### config.mk
export PLATFORM = sky130hd
export DESIGN_NAME = lprr_core
export DESIGN_NICKNAME = d
export VERILOG_FILES = /design/src/pkg/lprr_pkg.sv /design/src/pkg/lprr_shadow_if.sv /design/src/logic/lprr_shadow.sv /design/src/logic/lprr_core.sv
export SDC_FILE = /design/constraint.sdc
export NUM_CORES = 1
export LEC_CHECK = 0
export ABC_AREA = 1
export BUFFER_PORTS_ARGS = -buffer_cell sky130_fd_sc_hd__buf_4
export CORE_MARGIN = 5
export CORE_UTILIZATION = 45
export CTS_CLUSTER_DIAMETER = 40
export DETAILED_ROUTE_END_ITERATION = 16
export MAX_ROUTING_LAYER = met4
export SYNTH_ARGS = -nofsm -noshare
export SYNTH_HDL_FRONTEND = slang
export SYNTH_SLANG_ARGS = --single-unit
### constraint.sdc
create_clock -name i_clk_sys -period 9.6 [get_ports i_clk_sys]
set_clock_uncertainty 0.1 [all_clocks]
set_input_delay 0.48 -clock i_clk_sys [delete_from_list [all_inputs] [get_ports i_clk_sys]]
set_output_delay 0.48 -clock i_clk_sys [all_outputs]
set_load 0.05 [all_outputs]
### src/pkg/lprr_pkg.sv
// Package: register map, field layout, reset values and timing for portrait rotation refresh.
// Assumes a byte-wide register port and a single 125 MHz system clock.
package lprr_pkg;
    localparam int unsigned LPRR_ADDR_W = 8;
    localparam int unsigned LPRR_DATA_W = 8;
    localparam int unsigned LPRR_MADDR_W = 17;
    // Register offsets
    localparam logic [7:0] LPRR_OFS_START_LO = 8'h0C;
    localparam logic [7:0] LPRR_OFS_START_MID = 8'h0D;
    localparam logic [7:0] LPRR_OFS_START_TOP = 8'h0E;
    localparam logic [7:0] LPRR_OFS_ROT_CTRL = 8'h1B;
    localparam logic [7:0] LPRR_OFS_STRIDE = 8'h1C;
    // Rotation control fields
    localparam int unsigned LPRR_BIT_ENABLE = 7;
    localparam int unsigned LPRR_BIT_ALT = 6;
    localparam int unsigned LPRR_BIT_MCLK_SEL = 2;
    localparam int unsigned LPRR_BIT_PCLK_HI = 1;
    localparam int unsigned LPRR_BIT_PCLK_LO = 0;
    localparam logic [7:0] LPRR_CTRL_MASK = 8'hC7;
    // Reset values
    localparam logic [7:0] LPRR_RST_START_LO = 8'h00;
    localparam logic [7:0] LPRR_RST_START_MID = 8'h00;
    localparam logic [7:0] LPRR_RST_START_TOP = 8'h00;
    localparam logic [7:0] LPRR_RST_ROT_CTRL = 8'h00;
    localparam logic [7:0] LPRR_RST_STRIDE = 8'h00;
    // Panel geometry defaults (landscape panel, portrait image)
    localparam int unsigned LPRR_PANEL_COLS = 320;
    localparam int unsigned LPRR_PANEL_ROWS = 240;
    localparam int unsigned LPRR_DEFAULT_WIDTH = 256;
    // Memory clock boost hold after a CPU access, in ns and cycles
    localparam int unsigned LPRR_CLK_MHZ = 125;
    localparam int unsigned LPRR_BOOST_HOLD_NS = 16;
    localparam int unsigned LPRR_BOOST_HOLD_CYC =
        (LPRR_BOOST_HOLD_NS * LPRR_CLK_MHZ + 999) / 1000;
endpackage

### src/pkg/lprr_shadow_if.sv
// Interface: live register values handed to the frame shadow.
// Assumes one clock domain; the shadow module latches on frame start.
`timescale 1ns/1ps
`default_nettype none
interface lprr_shadow_if;
    logic frame_start;
    logic [16:0] live_start;
    logic [7:0] live_ctrl;
    logic [7:0] live_stride;
    logic [16:0] act_start;
    logic [7:0] act_ctrl;
    logic [7:0] act_stride;
    modport src (output frame_start, live_start, live_ctrl, live_stride, input act_start, act_ctrl, act_stride);
    modport dst (input frame_start, live_start, live_ctrl, live_stride, output act_start, act_ctrl, act_stride);
endinterface
`default_nettype wire

### src/logic/lprr_shadow.sv
// Frame shadow: active copy of start, control and stride taken at frame start.
// Assumes frame_start is a one-cycle pulse from the refresh scan.
`timescale 1ns/1ps
`default_nettype none
module lprr_shadow (
    // Clock and reset
    input wire logic i_clk_sys,
    input wire logic i_rst,
    input wire logic i_ce,
    // Values
    lprr_shadow_if.dst sh
);
    import lprr_pkg::*;
    logic [16:0] start_q, start_d;
    logic [7:0] ctrl_q, ctrl_d;
    logic [7:0] stride_q, stride_d;
    always_comb begin
        start_d = start_q;
        ctrl_d = ctrl_q;
        stride_d = stride_q;
        if (sh.frame_start) begin
            start_d = sh.live_start;
            ctrl_d = sh.live_ctrl;
            stride_d = sh.live_stride;
        end
    end
    always_ff @(posedge i_clk_sys) begin
        if (i_rst) begin
            start_q <= {LPRR_RST_START_TOP[0], LPRR_RST_START_MID, LPRR_RST_START_LO};
            ctrl_q <= LPRR_RST_ROT_CTRL;
            stride_q <= LPRR_RST_STRIDE;
        end else if (i_ce) begin
            start_q <= start_d;
            ctrl_q <= ctrl_d;
            stride_q <= stride_d;
        end
    end
    assign sh.act_start = start_q;
    assign sh.act_ctrl = ctrl_q;
    assign sh.act_stride = stride_q;
endmodule
`default_nettype wire

### src/logic/lprr_core.sv
// What this block does
// - Enable low: landscape, other fields ignored
// - Select bit: 0 default, 1 alternate
// - Default mode needs power-of-two width
// - Default mode scrolls in two-line steps
// - Alternate mode scrolls by one line
// - Alternate accepts any stride, e.g. 240
// - Start address is 17 bits, three registers
// - Portrait start is byte offset
// - Stride register gives line byte distance
// - Stride ignored in landscape
// - Memory clock boosted during CPU access
// - Input clock becomes portrait working clock
// - Refresh walks portrait image column-wise
// - No split screen in portrait
// - Control bit 2 makes memory clock equal input during CPU access and 16 ns after
// - Alternate: pixel clock is half memory clock
//
// Core: register port, frame shadow and rotated refresh address generator.
// Assumes synchronous byte-wide register strobes and a memory that accepts o_mem_addr each pixel strobe.
//
// The implementer's own choice: the strobed register port.
`timescale 1ns/1ps
`default_nettype none
module lprr_core #(
    parameter int unsigned COLS = lprr_pkg::LPRR_PANEL_COLS,
    parameter int unsigned ROWS = lprr_pkg::LPRR_PANEL_ROWS
) (
    // Clock and reset
    input wire logic i_clk_sys,
    input wire logic i_rst,
    input wire logic i_ce,
    // Register port
    input wire logic [lprr_pkg::LPRR_ADDR_W-1:0] i_reg_addr,
    input wire logic [lprr_pkg::LPRR_DATA_W-1:0] i_reg_wdata,
    input wire logic i_reg_wr,
    input wire logic i_reg_rd,
    output logic [lprr_pkg::LPRR_DATA_W-1:0] o_reg_rdata,
    // CPU memory access in progress
    input wire logic i_cpu_access,
    // Refresh outputs
    output logic o_portrait,
    output logic o_alt_mode,
    output logic o_split_allowed,
    output logic o_pix_valid,
    output logic o_frame_start,
    output logic [lprr_pkg::LPRR_MADDR_W-1:0] o_mem_addr,
    output logic o_mclk_fast,
    output logic [1:0] o_pclk_sel
);
    import lprr_pkg::*;

    ////////////////////////////////////////////////////////////////////////////
    // Register file
    logic [7:0] lo_q, lo_d, mid_q, mid_d, top_q, top_d, ctrl_q, ctrl_d, stride_q, stride_d;
    logic [7:0] rdata_q, rdata_d;

    always_comb begin
        lo_d = lo_q;
        mid_d = mid_q;
        top_d = top_q;
        ctrl_d = ctrl_q;
        stride_d = stride_q;
        rdata_d = 8'h00;
        if (i_reg_wr) begin
            case (i_reg_addr)
                LPRR_OFS_START_LO: lo_d = i_reg_wdata;
                LPRR_OFS_START_MID: mid_d = i_reg_wdata;
                LPRR_OFS_START_TOP: top_d = {7'h00, i_reg_wdata[0]};
                LPRR_OFS_ROT_CTRL: ctrl_d = i_reg_wdata & LPRR_CTRL_MASK;
                LPRR_OFS_STRIDE: stride_d = i_reg_wdata;
                default: ;
            endcase
        end
        if (i_reg_rd) begin
            case (i_reg_addr)
                LPRR_OFS_START_LO: rdata_d = lo_q;
                LPRR_OFS_START_MID: rdata_d = mid_q;
                LPRR_OFS_START_TOP: rdata_d = top_q;
                LPRR_OFS_ROT_CTRL: rdata_d = ctrl_q;
                LPRR_OFS_STRIDE: rdata_d = stride_q;
                default: rdata_d = 8'h00;
            endcase
        end
    end

    always_ff @(posedge i_clk_sys) begin
        if (i_rst) begin
            lo_q <= LPRR_RST_START_LO;
            mid_q <= LPRR_RST_START_MID;
            top_q <= LPRR_RST_START_TOP;
            ctrl_q <= LPRR_RST_ROT_CTRL;
            stride_q <= LPRR_RST_STRIDE;
            rdata_q <= 8'h00;
        end else if (i_ce) begin
            lo_q <= lo_d;
            mid_q <= mid_d;
            top_q <= top_d;
            ctrl_q <= ctrl_d;
            stride_q <= stride_d;
            rdata_q <= rdata_d;
        end
    end
    assign o_reg_rdata = rdata_q;

    ////////////////////////////////////////////////////////////////////////////
    // Frame shadow
    lprr_shadow_if sh_if ();
    logic frame_start_q, frame_start_d;
    // Load on the wrap edge, together with the frame's first address
    assign sh_if.frame_start = frame_start_d;
    assign sh_if.live_start = {top_q[0], mid_q, lo_q};
    assign sh_if.live_ctrl = ctrl_q;
    assign sh_if.live_stride = stride_q;

    lprr_shadow u_shadow (
        .i_clk_sys(i_clk_sys),
        .i_rst(i_rst),
        .i_ce(i_ce),
        .sh(sh_if.dst)
    );

    logic act_en, act_alt, act_mclk;
    assign act_en = sh_if.act_ctrl[LPRR_BIT_ENABLE];
    assign act_alt = act_en & sh_if.act_ctrl[LPRR_BIT_ALT];
    assign act_mclk = act_en & sh_if.act_ctrl[LPRR_BIT_MCLK_SEL];

    // Round a stride up to a power of two for default mode
    function automatic logic [16:0] lprr_pow2(input logic [7:0] v);
        logic [16:0] r;
        r = 17'h00001;
        for (int i = 0; i < 8; i++) begin
            if (r < {9'h000, v}) begin
                r = {r[15:0], 1'b0};
            end
        end
        return r;
    endfunction

    ////////////////////////////////////////////////////////////////////////////
    // Rotated scan
    // Panel line = portrait column, walked from the right edge (B->D, down to A->C)
    localparam int unsigned CW = $clog2(COLS);
    localparam int unsigned RW = $clog2(ROWS);
    logic [CW-1:0] col_q, col_d;
    logic [RW-1:0] row_q, row_d;
    logic [16:0] addr_q, addr_d, line_base_q, line_base_d;
    logic phase_q, phase_d;
    logic valid_q, valid_d;
    logic [16:0] eff_stride, eff_start, next_start;

    // Frame stride: landscape ignores it, default rounds it up to a power of two
    function automatic logic [16:0] lprr_stride_of(input logic [7:0] st, input logic [7:0] c);
        logic [16:0] r;
        r = 17'h00000;
        if (c[LPRR_BIT_ENABLE] && c[LPRR_BIT_ALT]) begin
            r = {9'h000, st};
        end else if (c[LPRR_BIT_ENABLE]) begin
            r = lprr_pow2(st);
        end
        return r;
    endfunction

    // Frame start: landscape doubles the word offset, default drops the line-pair parity
    function automatic logic [16:0] lprr_start_of(input logic [16:0] s, input logic [7:0] st,
                                                  input logic [7:0] c);
        logic [16:0] r;
        r = {s[15:0], 1'b0};
        if (c[LPRR_BIT_ENABLE] && c[LPRR_BIT_ALT]) begin
            r = s;
        end else if (c[LPRR_BIT_ENABLE]) begin
            r = s & ~lprr_pow2(st);
        end
        return r;
    endfunction

    // Live values feed the wrap, so no pixel of a new frame uses stale settings
    assign eff_stride = lprr_stride_of(sh_if.act_stride, sh_if.act_ctrl);
    assign eff_start = lprr_start_of(sh_if.act_start, sh_if.act_stride, sh_if.act_ctrl);
    assign next_start = lprr_start_of(sh_if.live_start, sh_if.live_stride, sh_if.live_ctrl);

    always_comb begin
        col_d = col_q;
        row_d = row_q;
        addr_d = addr_q;
        line_base_d = line_base_q;
        frame_start_d = 1'b0;
        valid_d = 1'b0;
        phase_d = phase_q;
        // Alternate emits a pixel every other clock
        if (act_alt) begin
            phase_d = ~phase_q;
        end else begin
            phase_d = 1'b0;
        end
        if (!act_alt || phase_q) begin
            valid_d = 1'b1;
            if (col_q == CW'(COLS - 1)) begin
                col_d = '0;
                if (row_q == RW'(ROWS - 1)) begin
                    row_d = '0;
                    frame_start_d = 1'b1;
                    // Shadow loads on this same edge
                    line_base_d = next_start;
                    addr_d = next_start;
                end else begin
                    row_d = row_q + 1'b1;
                    // Next panel line is one byte left in the portrait image
                    line_base_d = act_en ? line_base_q - 17'h00001 : line_base_q + 17'(COLS);
                    addr_d = line_base_d;
                end
            end else begin
                col_d = col_q + 1'b1;
                // Down one portrait row per panel pixel
                addr_d = act_en ? addr_q + eff_stride : addr_q + 17'h00001;
            end
        end
    end

    always_ff @(posedge i_clk_sys) begin
        if (i_rst) begin
            col_q <= '0;
            row_q <= '0;
            addr_q <= '0;
            line_base_q <= '0;
            phase_q <= 1'b0;
            valid_q <= 1'b0;
            frame_start_q <= 1'b0;
        end else if (i_ce) begin
            col_q <= col_d;
            row_q <= row_d;
            addr_q <= addr_d;
            line_base_q <= line_base_d;
            phase_q <= phase_d;
            valid_q <= valid_d;
            frame_start_q <= frame_start_d;
        end
    end

    ////////////////////////////////////////////////////////////////////////////
    // Mode and memory clock outputs
    localparam int unsigned HW = $clog2(LPRR_BOOST_HOLD_CYC + 1);
    logic [HW-1:0] hold_q, hold_d;
    logic fast_q, fast_d, port_q, alt_q, split_q;
    logic [1:0] pclk_q;

    always_comb begin
        hold_d = hold_q;
        if (act_mclk && i_cpu_access) begin
            hold_d = HW'(LPRR_BOOST_HOLD_CYC);
        end else if (hold_q != '0) begin
            hold_d = hold_q - 1'b1;
        end
        // Fast while accessing; alternate mode always runs memory at input clock
        fast_d = (act_mclk && (i_cpu_access || hold_q != '0)) || act_alt;
    end

    always_ff @(posedge i_clk_sys) begin
        if (i_rst) begin
            hold_q <= '0;
            fast_q <= 1'b0;
            port_q <= 1'b0;
            alt_q <= 1'b0;
            split_q <= 1'b1;
            pclk_q <= 2'h0;
        end else if (i_ce) begin
            hold_q <= hold_d;
            fast_q <= fast_d;
            port_q <= act_en;
            alt_q <= act_alt;
            split_q <= ~act_en;
            pclk_q <= act_en ? sh_if.act_ctrl[LPRR_BIT_PCLK_HI:LPRR_BIT_PCLK_LO] : 2'h0;
        end
    end

    assign o_portrait = port_q;
    assign o_alt_mode = alt_q;
    assign o_split_allowed = split_q;
    assign o_pix_valid = valid_q;
    assign o_frame_start = frame_start_q;
    assign o_mem_addr = addr_q;
    assign o_mclk_fast = fast_q;
    assign o_pclk_sel = pclk_q;

    ////////////////////////////////////////////////////////////////////////////
    // Checks
    split_off_a: assert property (@(posedge i_clk_sys) disable iff (i_rst)
        o_portrait |-> !o_split_allowed) else $error("split allowed in portrait");
    landscape_a: assert property (@(posedge i_clk_sys) disable iff (i_rst)
        !o_portrait |-> !o_alt_mode && o_pclk_sel == 2'h0) else $error("landscape shows portrait fields");
    alt_rate_a: assert property (@(posedge i_clk_sys) disable iff (i_rst)
        (i_ce && act_alt && o_pix_valid && $stable(act_alt)) |=> !o_pix_valid) else $error("alt pixel rate");
    def_rate_a: assert property (@(posedge i_clk_sys) disable iff (i_rst)
        (i_ce && $past(i_ce) && port_q && !act_alt && !o_alt_mode) |-> o_pix_valid) else $error("default rate");
    boost_a: assert property (@(posedge i_clk_sys) disable iff (i_rst)
        (i_ce && act_mclk && i_cpu_access && $stable(act_mclk)) |=> o_mclk_fast) else $error("no boost");
    no_boost_a: assert property (@(posedge i_clk_sys) disable iff (i_rst)
        (i_ce && !act_mclk && !act_alt && $stable(act_alt)) |=> !o_mclk_fast) else $error("boost while off");
    top_bit_a: assert property (@(posedge i_clk_sys) disable iff (i_rst)
        top_q[7:1] == 7'h00) else $error("start top reserved bits");
    frame_load_a: assert property (@(posedge i_clk_sys) disable iff (i_rst)
        o_frame_start |-> o_mem_addr == eff_start) else $error("frame start address");
    pow2_stride_a: assert property (@(posedge i_clk_sys) disable iff (i_rst)
        (act_en && !act_alt) |-> ((eff_stride & (eff_stride - 17'h00001)) == 17'h00000)
            && (eff_stride >= {9'h000, sh_if.act_stride})) else $error("default stride not power of two");
    pair_scroll_a: assert property (@(posedge i_clk_sys) disable iff (i_rst)
        (o_frame_start && act_en && !act_alt) |-> (o_mem_addr & eff_stride) == 17'h00000)
        else $error("default start on odd line");
    rdata_idle_a: assert property (@(posedge i_clk_sys) disable iff (i_rst)
        (i_ce && !i_reg_rd) |=> o_reg_rdata == 8'h00) else $error("read data outside read slot");
    resv_read_a: assert property (@(posedge i_clk_sys) disable iff (i_rst)
        (i_ce && i_reg_rd && i_reg_addr == LPRR_OFS_ROT_CTRL) |=> o_reg_rdata[5:3] == 3'h0)
        else $error("control reserved bits read back");
    ce_freeze_a: assert property (@(posedge i_clk_sys) disable iff (i_rst)
        !i_ce |=> $stable(o_mem_addr) && $stable(o_pix_valid) && $stable(o_frame_start))
        else $error("state moved while clock enable low");
    alt_fast_a: assert property (@(posedge i_clk_sys) disable iff (i_rst)
        (i_ce && act_alt) |=> o_mclk_fast) else $error("alt memory clock slow");

    // Pixels since the last frame start; the first frame after reset is short
    localparam int unsigned PW = $clog2(COLS * ROWS + 1);
    logic [PW-1:0] pix_cnt_q, pix_cnt_d;
    logic seen_frame_q, seen_frame_d;

    always_comb begin
        pix_cnt_d = pix_cnt_q;
        seen_frame_d = seen_frame_q;
        if (o_pix_valid && o_frame_start) begin
            pix_cnt_d = PW'(1);
            seen_frame_d = 1'b1;
        end else if (o_pix_valid) begin
            pix_cnt_d = pix_cnt_q + 1'b1;
        end
    end

    always_ff @(posedge i_clk_sys) begin
        if (i_rst) begin
            pix_cnt_q <= '0;
            seen_frame_q <= 1'b0;
        end else if (i_ce) begin
            pix_cnt_q <= pix_cnt_d;
            seen_frame_q <= seen_frame_d;
        end
    end

    frame_len_a: assert property (@(posedge i_clk_sys) disable iff (i_rst)
        (o_frame_start && seen_frame_q) |-> pix_cnt_q == PW'(COLS * ROWS)) else $error("frame length");
    cov_alt_c: cover property (@(posedge i_clk_sys) o_alt_mode && o_frame_start);
    cov_def_c: cover property (@(posedge i_clk_sys) o_portrait && !o_alt_mode && o_frame_start);
    cov_boost_c: cover property (@(posedge i_clk_sys) o_mclk_fast && !o_alt_mode);
    cov_land_c: cover property (@(posedge i_clk_sys) !o_portrait && o_frame_start && o_pix_valid);
    cov_freeze_c: cover property (@(posedge i_clk_sys) !i_ce && o_pix_valid);
endmodule
`default_nettype wire

### After elaboration in Yosys (flattened, before gate mapping)

Index checks and enable logic that the tools add are counted.

| cells by class | value |
|---|---|
| add/subtract/negate cells | 7 |
| reduce and logical (&&, ||, !) cells | 19 |
| order comparisons | 16 |
| mux-type cells | 66 |
| eq/ne operators | 7 |
| bitwise gates (word level) | 6 |

Operators by type and width:

| kind | number |
|---|---|
| $mux 17 | 52 |
| $lt 17x8->1 | 14 |
| $pmux 8 s5 | 1 |
| $eq 8x4->1 const B | 3 |
| $reduce_and 3->1 | 6 |
| $add 17x1->17 const B | 1 |
| $add 17x17->17 | 1 |
| $add 17x9->17 const B | 1 |
| $and 17x17->17 | 1 |
| $not 17->17 | 1 |
| $sub 17x1->17 const B | 1 |
| $eq 8x5->1 const B | 2 |
| $lt 1x8->1 const A | 2 |
| $mux 8 | 2 |
| $mux 2 | 5 |
| $add 9x1->9 const B | 1 |
| $eq 9x9->1 const B | 1 |
| $mux 9 | 1 |
| $add 8x1->8 const B | 1 |
| $eq 8x8->1 const B | 1 |
| $reduce_and 2->1 | 3 |
| $mux 1 | 5 |
| $logic_and 1x1->1 | 4 |
| $reduce_bool 2->1 | 2 |
| other kinds (5) | 9 |

| storage, ports and cells | value |
|---|---|
| output and inout port bits | 33 |
| register bits | 113 |
| input port bits | 22 |

### Depth between registers and ports, before layout

| logic depth | value |
|---|---|
| word-level depth | 38 |
| gate-level depth with buffers | 84 |
| mapped depth without buffers | 81 |

### Hierarchy

Synthesis repeated with hierarchy kept, for this count alone.

| second synthesis, totals | value |
|---|---|
| cells, all modules | 1427 |
| area total of the unflattened synthesis | 9225.1 um2 |

Modules (own cells, without submodules):

| module | area an instance (um2) | sequential area each (um2) | times used | cells each |
|---|---|---|---|---|
| lprr_core | 7867.5 | 2001.9 | 1 | 1217 |
| lprr_shadow | 1357.6 | 660.6 | 1 | 210 |

### Least setup slack after synthesis

OpenSTA, ideal clock, no wires.

| timing | value |
|---|---|
| path kind | flip-flop to flip-flop |
| start | register u_shadow.stride_q[6] (netlist: u_shadow.sh.act_stride[6]) |
| end | register addr_q[16] (netlist: o_mem_addr[16]) |
| arrival | 10010 ps |
| buffers on the path | 3 |
| clock period less this slack | 10167 ps |
| stages on the path, launching flop included | 83 |
| path slack | -567 ps |
| required time | 9443 ps |
| cells stage by stage | dfxtp_1 inv_1 nand2_1 nor2_4 inv_1 nor3_1 inv_1 nor2_1 inv_1 ha_1 o21ai_0 a21oi_1 inv_1 ha_1 ha_1 nand2_1 nor2_1 nand3_2 [... 47 more ...] inv_1 o21ai_0 nand2_1 nand2_1 inv_1 nor2_1 o21bai_1 nand2_1 inv_1 o21ai_0 inv_1 nand3_1 inv_1 nand2_1 nand2_1 o211ai_1 nand2_1 inv_1 |

| between the ends | value |
|---|---|
| word-level cells in the longest chain between the ends | 35 |

RTL lines:

| item | RTL line | source |
|---|---|---|
| from (decl) | lprr_shadow.sv:16 | `logic [7:0] stride_q, stride_d;` |
| from (signal assigned) | lprr_shadow.sv:35 | `stride_q <= stride_d;` |
| $lt 1x8->1 | -- |  |
| $mux 2 | lprr_core.sv:133 | `if (r < {9'h000, v}) begin` |
| $mux 17 | lprr_core.sv:158 | `end else if (c[LPRR_BIT_ENABLE]) begin` |
| $mux 17 | lprr_core.sv:156 | `if (c[LPRR_BIT_ENABLE] && c[LPRR_BIT_ALT]) begin` |
| $lt 17x8->1 | -- |  |
| $mux 17 | lprr_core.sv:133 |  |
| $mux 17 | lprr_core.sv:158 |  |
| $mux 17 | -- |  |
| [... 17 more ...] | -- |  |
| $mux 17 (3 in series) | -- |  |
| $lt 17x8->1 | -- |  |
| $mux 17 | -- |  |
| $mux 17 | lprr_core.sv:158 |  |
| $mux 17 * | lprr_core.sv:156 |  |
| $add 17x17->17 * | lprr_core.sv:215 | `addr_d = act_en ? addr_q + eff_stride : addr_q + 17'h00001;` |
| $mux 17 * | lprr_core.sv:215 |  |
| $mux 17 * | lprr_core.sv:198 | `if (col_q == CW'(COLS - 1)) begin` |
| to (signal assigned) | lprr_core.sv:232 | `addr_q <= addr_d;` |
| to (decl) | lprr_core.sv:147 | `logic [16:0] addr_q, addr_d, line_base_q, line_base_d;` |

Mark *: on every way between the ends. The rest lies on a longest branch, timed or not. The select of a mux whose other input is x is not followed.
A chain may end at the register's enable or synchronous reset.

### Worst setup path after layout

Same ends and word-level chain as after synthesis.

==> metrics.txt <==
run status=finished, violations left; violated checks=setup timing; vias per cell=5.25; Die W=146 µm; synth-to-layout area growth=34.6%; total wire length=between 20000 and 25000 µm; initial DRC count=490; crit start category=flip-flop; Synth Area in Adders=0.116; final slew viol count=0; Power Density=174 nW/µm²; Post-synth EDFFs=0; min Tclk post-route=around 9.8 ns; Worst Setup Slack, final=-0.220 ns; XOR/XNOR Fraction of Synth Area=0.0180; Site Rows=just under 50; Slew headroom=0.404; Netlist Area Pre-Place=between 8000 and 9000 µm²; post-synth top area share=0.273; Slew @ Worst Pin=0.890 ns; synth unique cells=50; DP Wirelength=roughly 17000 µm; fmax=102 MHz; pin count of the biggest net entering global routing=42; Final TNS setup=-1.42 ns; post-route ant nets=0; H-Tree Depth=4; Max VDD drop=between 150 and 200 µV; Critical Path Slowest Stage Cell=ha_1; final cell area excluding filler cells=around 11000 µm²; post-synthesis mux area share=0.00121; post-synthesis sequential area ratio=0.273; Final Cycle Share=1.02; CTS buffer count=17; top cell type by total area after synthesis=dfxtp_1; cell mode on critical path=nand2_1; Synth Area in Compound Gates=0.223; hold slack=0.230 ns; top cells by area, synth=dfxtp_1, nand2_1, ha_1; CP max stage delay=approximately 0.37 ns; syn avg cell area=6.50 µm²; gp weighted congestion=roughly 0.89; Post-layout nets=between 1.5k and 2k; DRT Pass-1 Iters=5; WP data required=9.86 ns; overall power=~1.9 mW; effective utilization at floorplan=0.459; Sink Count=between 100 and 150; Synth Flop Type=dfxtp_1; Non-Filler Instances=roughly 1.7k; placed inst area=about 9500 µm²; crit path kind=reg2reg; initial antenna violation count=0; most frequent cell after synthesis=nand2_1; Worst Path Max Fanout=8; IO Port Bufs=54; commonest cells in the netlist=nand2_1, inv_1, o21ai_0; post-place setup slack=-0.378 ns; GRT Total Usage=0.231; Clock Path Buffers=2; drt drc=0; GR Overflow Total=0; max_cap viols=0; synthesis warning total=0; worst hold path type=in2reg; CP Data Arrival Time=~10 ns; Simple-Gate Fraction of Synth Area=0.268; die area=between 20000 and 25000 µm²; final setup fails=10; clk_lat worst skew=roughly 0.42 ns; Post-Place Cells=roughly 1.6k; Clk pin slew, worst setup/hold paths=approximately 0.060 ns; antenna diode count=0; RSZ-0062 raised after global routing=true; main combinational cell family by area after synthesis=simple AND/OR/NAND/NOR gates; boundary pin count=55; first-pass GRT wire length=around 40000 µm; Worst Setup End Kind=flip-flop; number of synthesized register bits=113; clock root buffer=clkbuf_16; CTS tree=built; Lkg Pwr=approximately 5 nW; final number of hold-violating endpoints=0; share of cells above drive strength 1=0.256; vias in the first global route=8230; async set or reset register ratio after synthesis=0; Wirelength per Cell=around 15 µm; cell count after synthesis=around 1.3k; syn_nets=roughly 1.4k; final core utilization=0.618; Core Area=18000 µm²; vias=8878; die span in y=146 µm
-- power by group --
group / switching (mW) / internal (mW) / total (mW)
Clock: 0.242 / 0.411 / 0.653
Combinational: 0.487 / 0.320 / 0.808
Sequential: 0.00280 / 0.473 / 0.476
Total: 0.732 / 1.20 / 1.94
-- critical path, delay by kind of cell, from the launching register on --
family,cells,cell delay (ns)
buf+inv,17,1.62
flops,1,0.32
compound gates,19,2.30
fa+ha+maj,9,2.45
simple gates,29,2.94
-- timing repair --
item                       4_1_cts  5_1_grt
resized for setup               37       91
setup endpoints to repair        9       26
cloned                           4        1
hold buffers                     0        0
setup buffers                   49       12
pin swaps                       50       52
-- metal layers --
| layer | vias up | track usage | share of wire |
|---|---|---|---|
| li1 | 4604 | - | - |
| met1 | 4011 | 0.319 | 0.49 |
| met2 | 234 | 0.355 | 0.44 |
| met3 | 29 | 0.0346 | 0.055 |
| met4 | 0 | 0.0592 | 0.013 |
| met5 | - | - | 0 |
-- cell usage in the layout (no fill, tap or decap), types with 4 or more instances in the layout --
master     count
o21ai_1       15
a21oi_4        4
clkinv_4       6
a211oi_1       5
a221oi_1       6
ha_1          59
buf_6          5
o21ai_0      102
o22ai_1       15
a31oi_1        7
clkbuf_16     17
nor3b_1        4
nand3_1       48
o221ai_1       4
xor2_1        13
nor4_1         5
a21boi_1       5
nor2_1        92
o21ai_2       21
inv_2         10
o211ai_1       7
dfxtp_1      111
nand4_1        7
ha_4          14
nor2_2         6
a21oi_2       17
inv_1        161
o21a_1         6
nor3_2         6
buf_4        185
nand2_1      275
nor3_1        20
nand3_2        7
nand2_4       14
xnor2_1        4
nand2_2       32
nor2_4         4
o21ai_4        4
a21oi_1      100
-- final cells by class --
cell class / instances / area (µm²)
inverter: 173 / 649
clock buffer: 17 / 425
timing repair buffer: 191 / 1470
tap: 229 / 287
fill: 1663 / 6880
multi-input combinational: 953 / 5870
clock inverter: 15 / 184
sequential: 113 / 2260
-- cells by family (layout without fill, tap and decap cells) --
family	count (synthesis)	in the layout
and+or+nand+nor	524	528
AOI/OAI and AO/OA	330	331
adders and majority gates	76	76
buffers and inverters	213	396
muxes	1	1
DFF	113	113
xor gates and xnor gates	17	17
-- final timing paths --
path | from | end | slack, ns | depth (start not counted)
worst max register to register | u_shadow.sh.act_stride[6]$_SDFFE_PP0P_ | o_mem_addr[16]$_SDFFE_PP0P_ | -0.22 | 74
worst min register to register | o_split_allowed$_SDFFE_PP1P_ | o_split_allowed$_SDFFE_PP1P_ | 0.36 | 2
worst min-delay path | i_reg_wdata[5] | lo_q[5]$_SDFFE_PP0P_ | 0.23 | 3
worst max-delay path | u_shadow.sh.act_stride[6]$_SDFFE_PP0P_ | o_mem_addr[16]$_SDFFE_PP0P_ | -0.22 | 74
(Power assumes the default switching activity.)
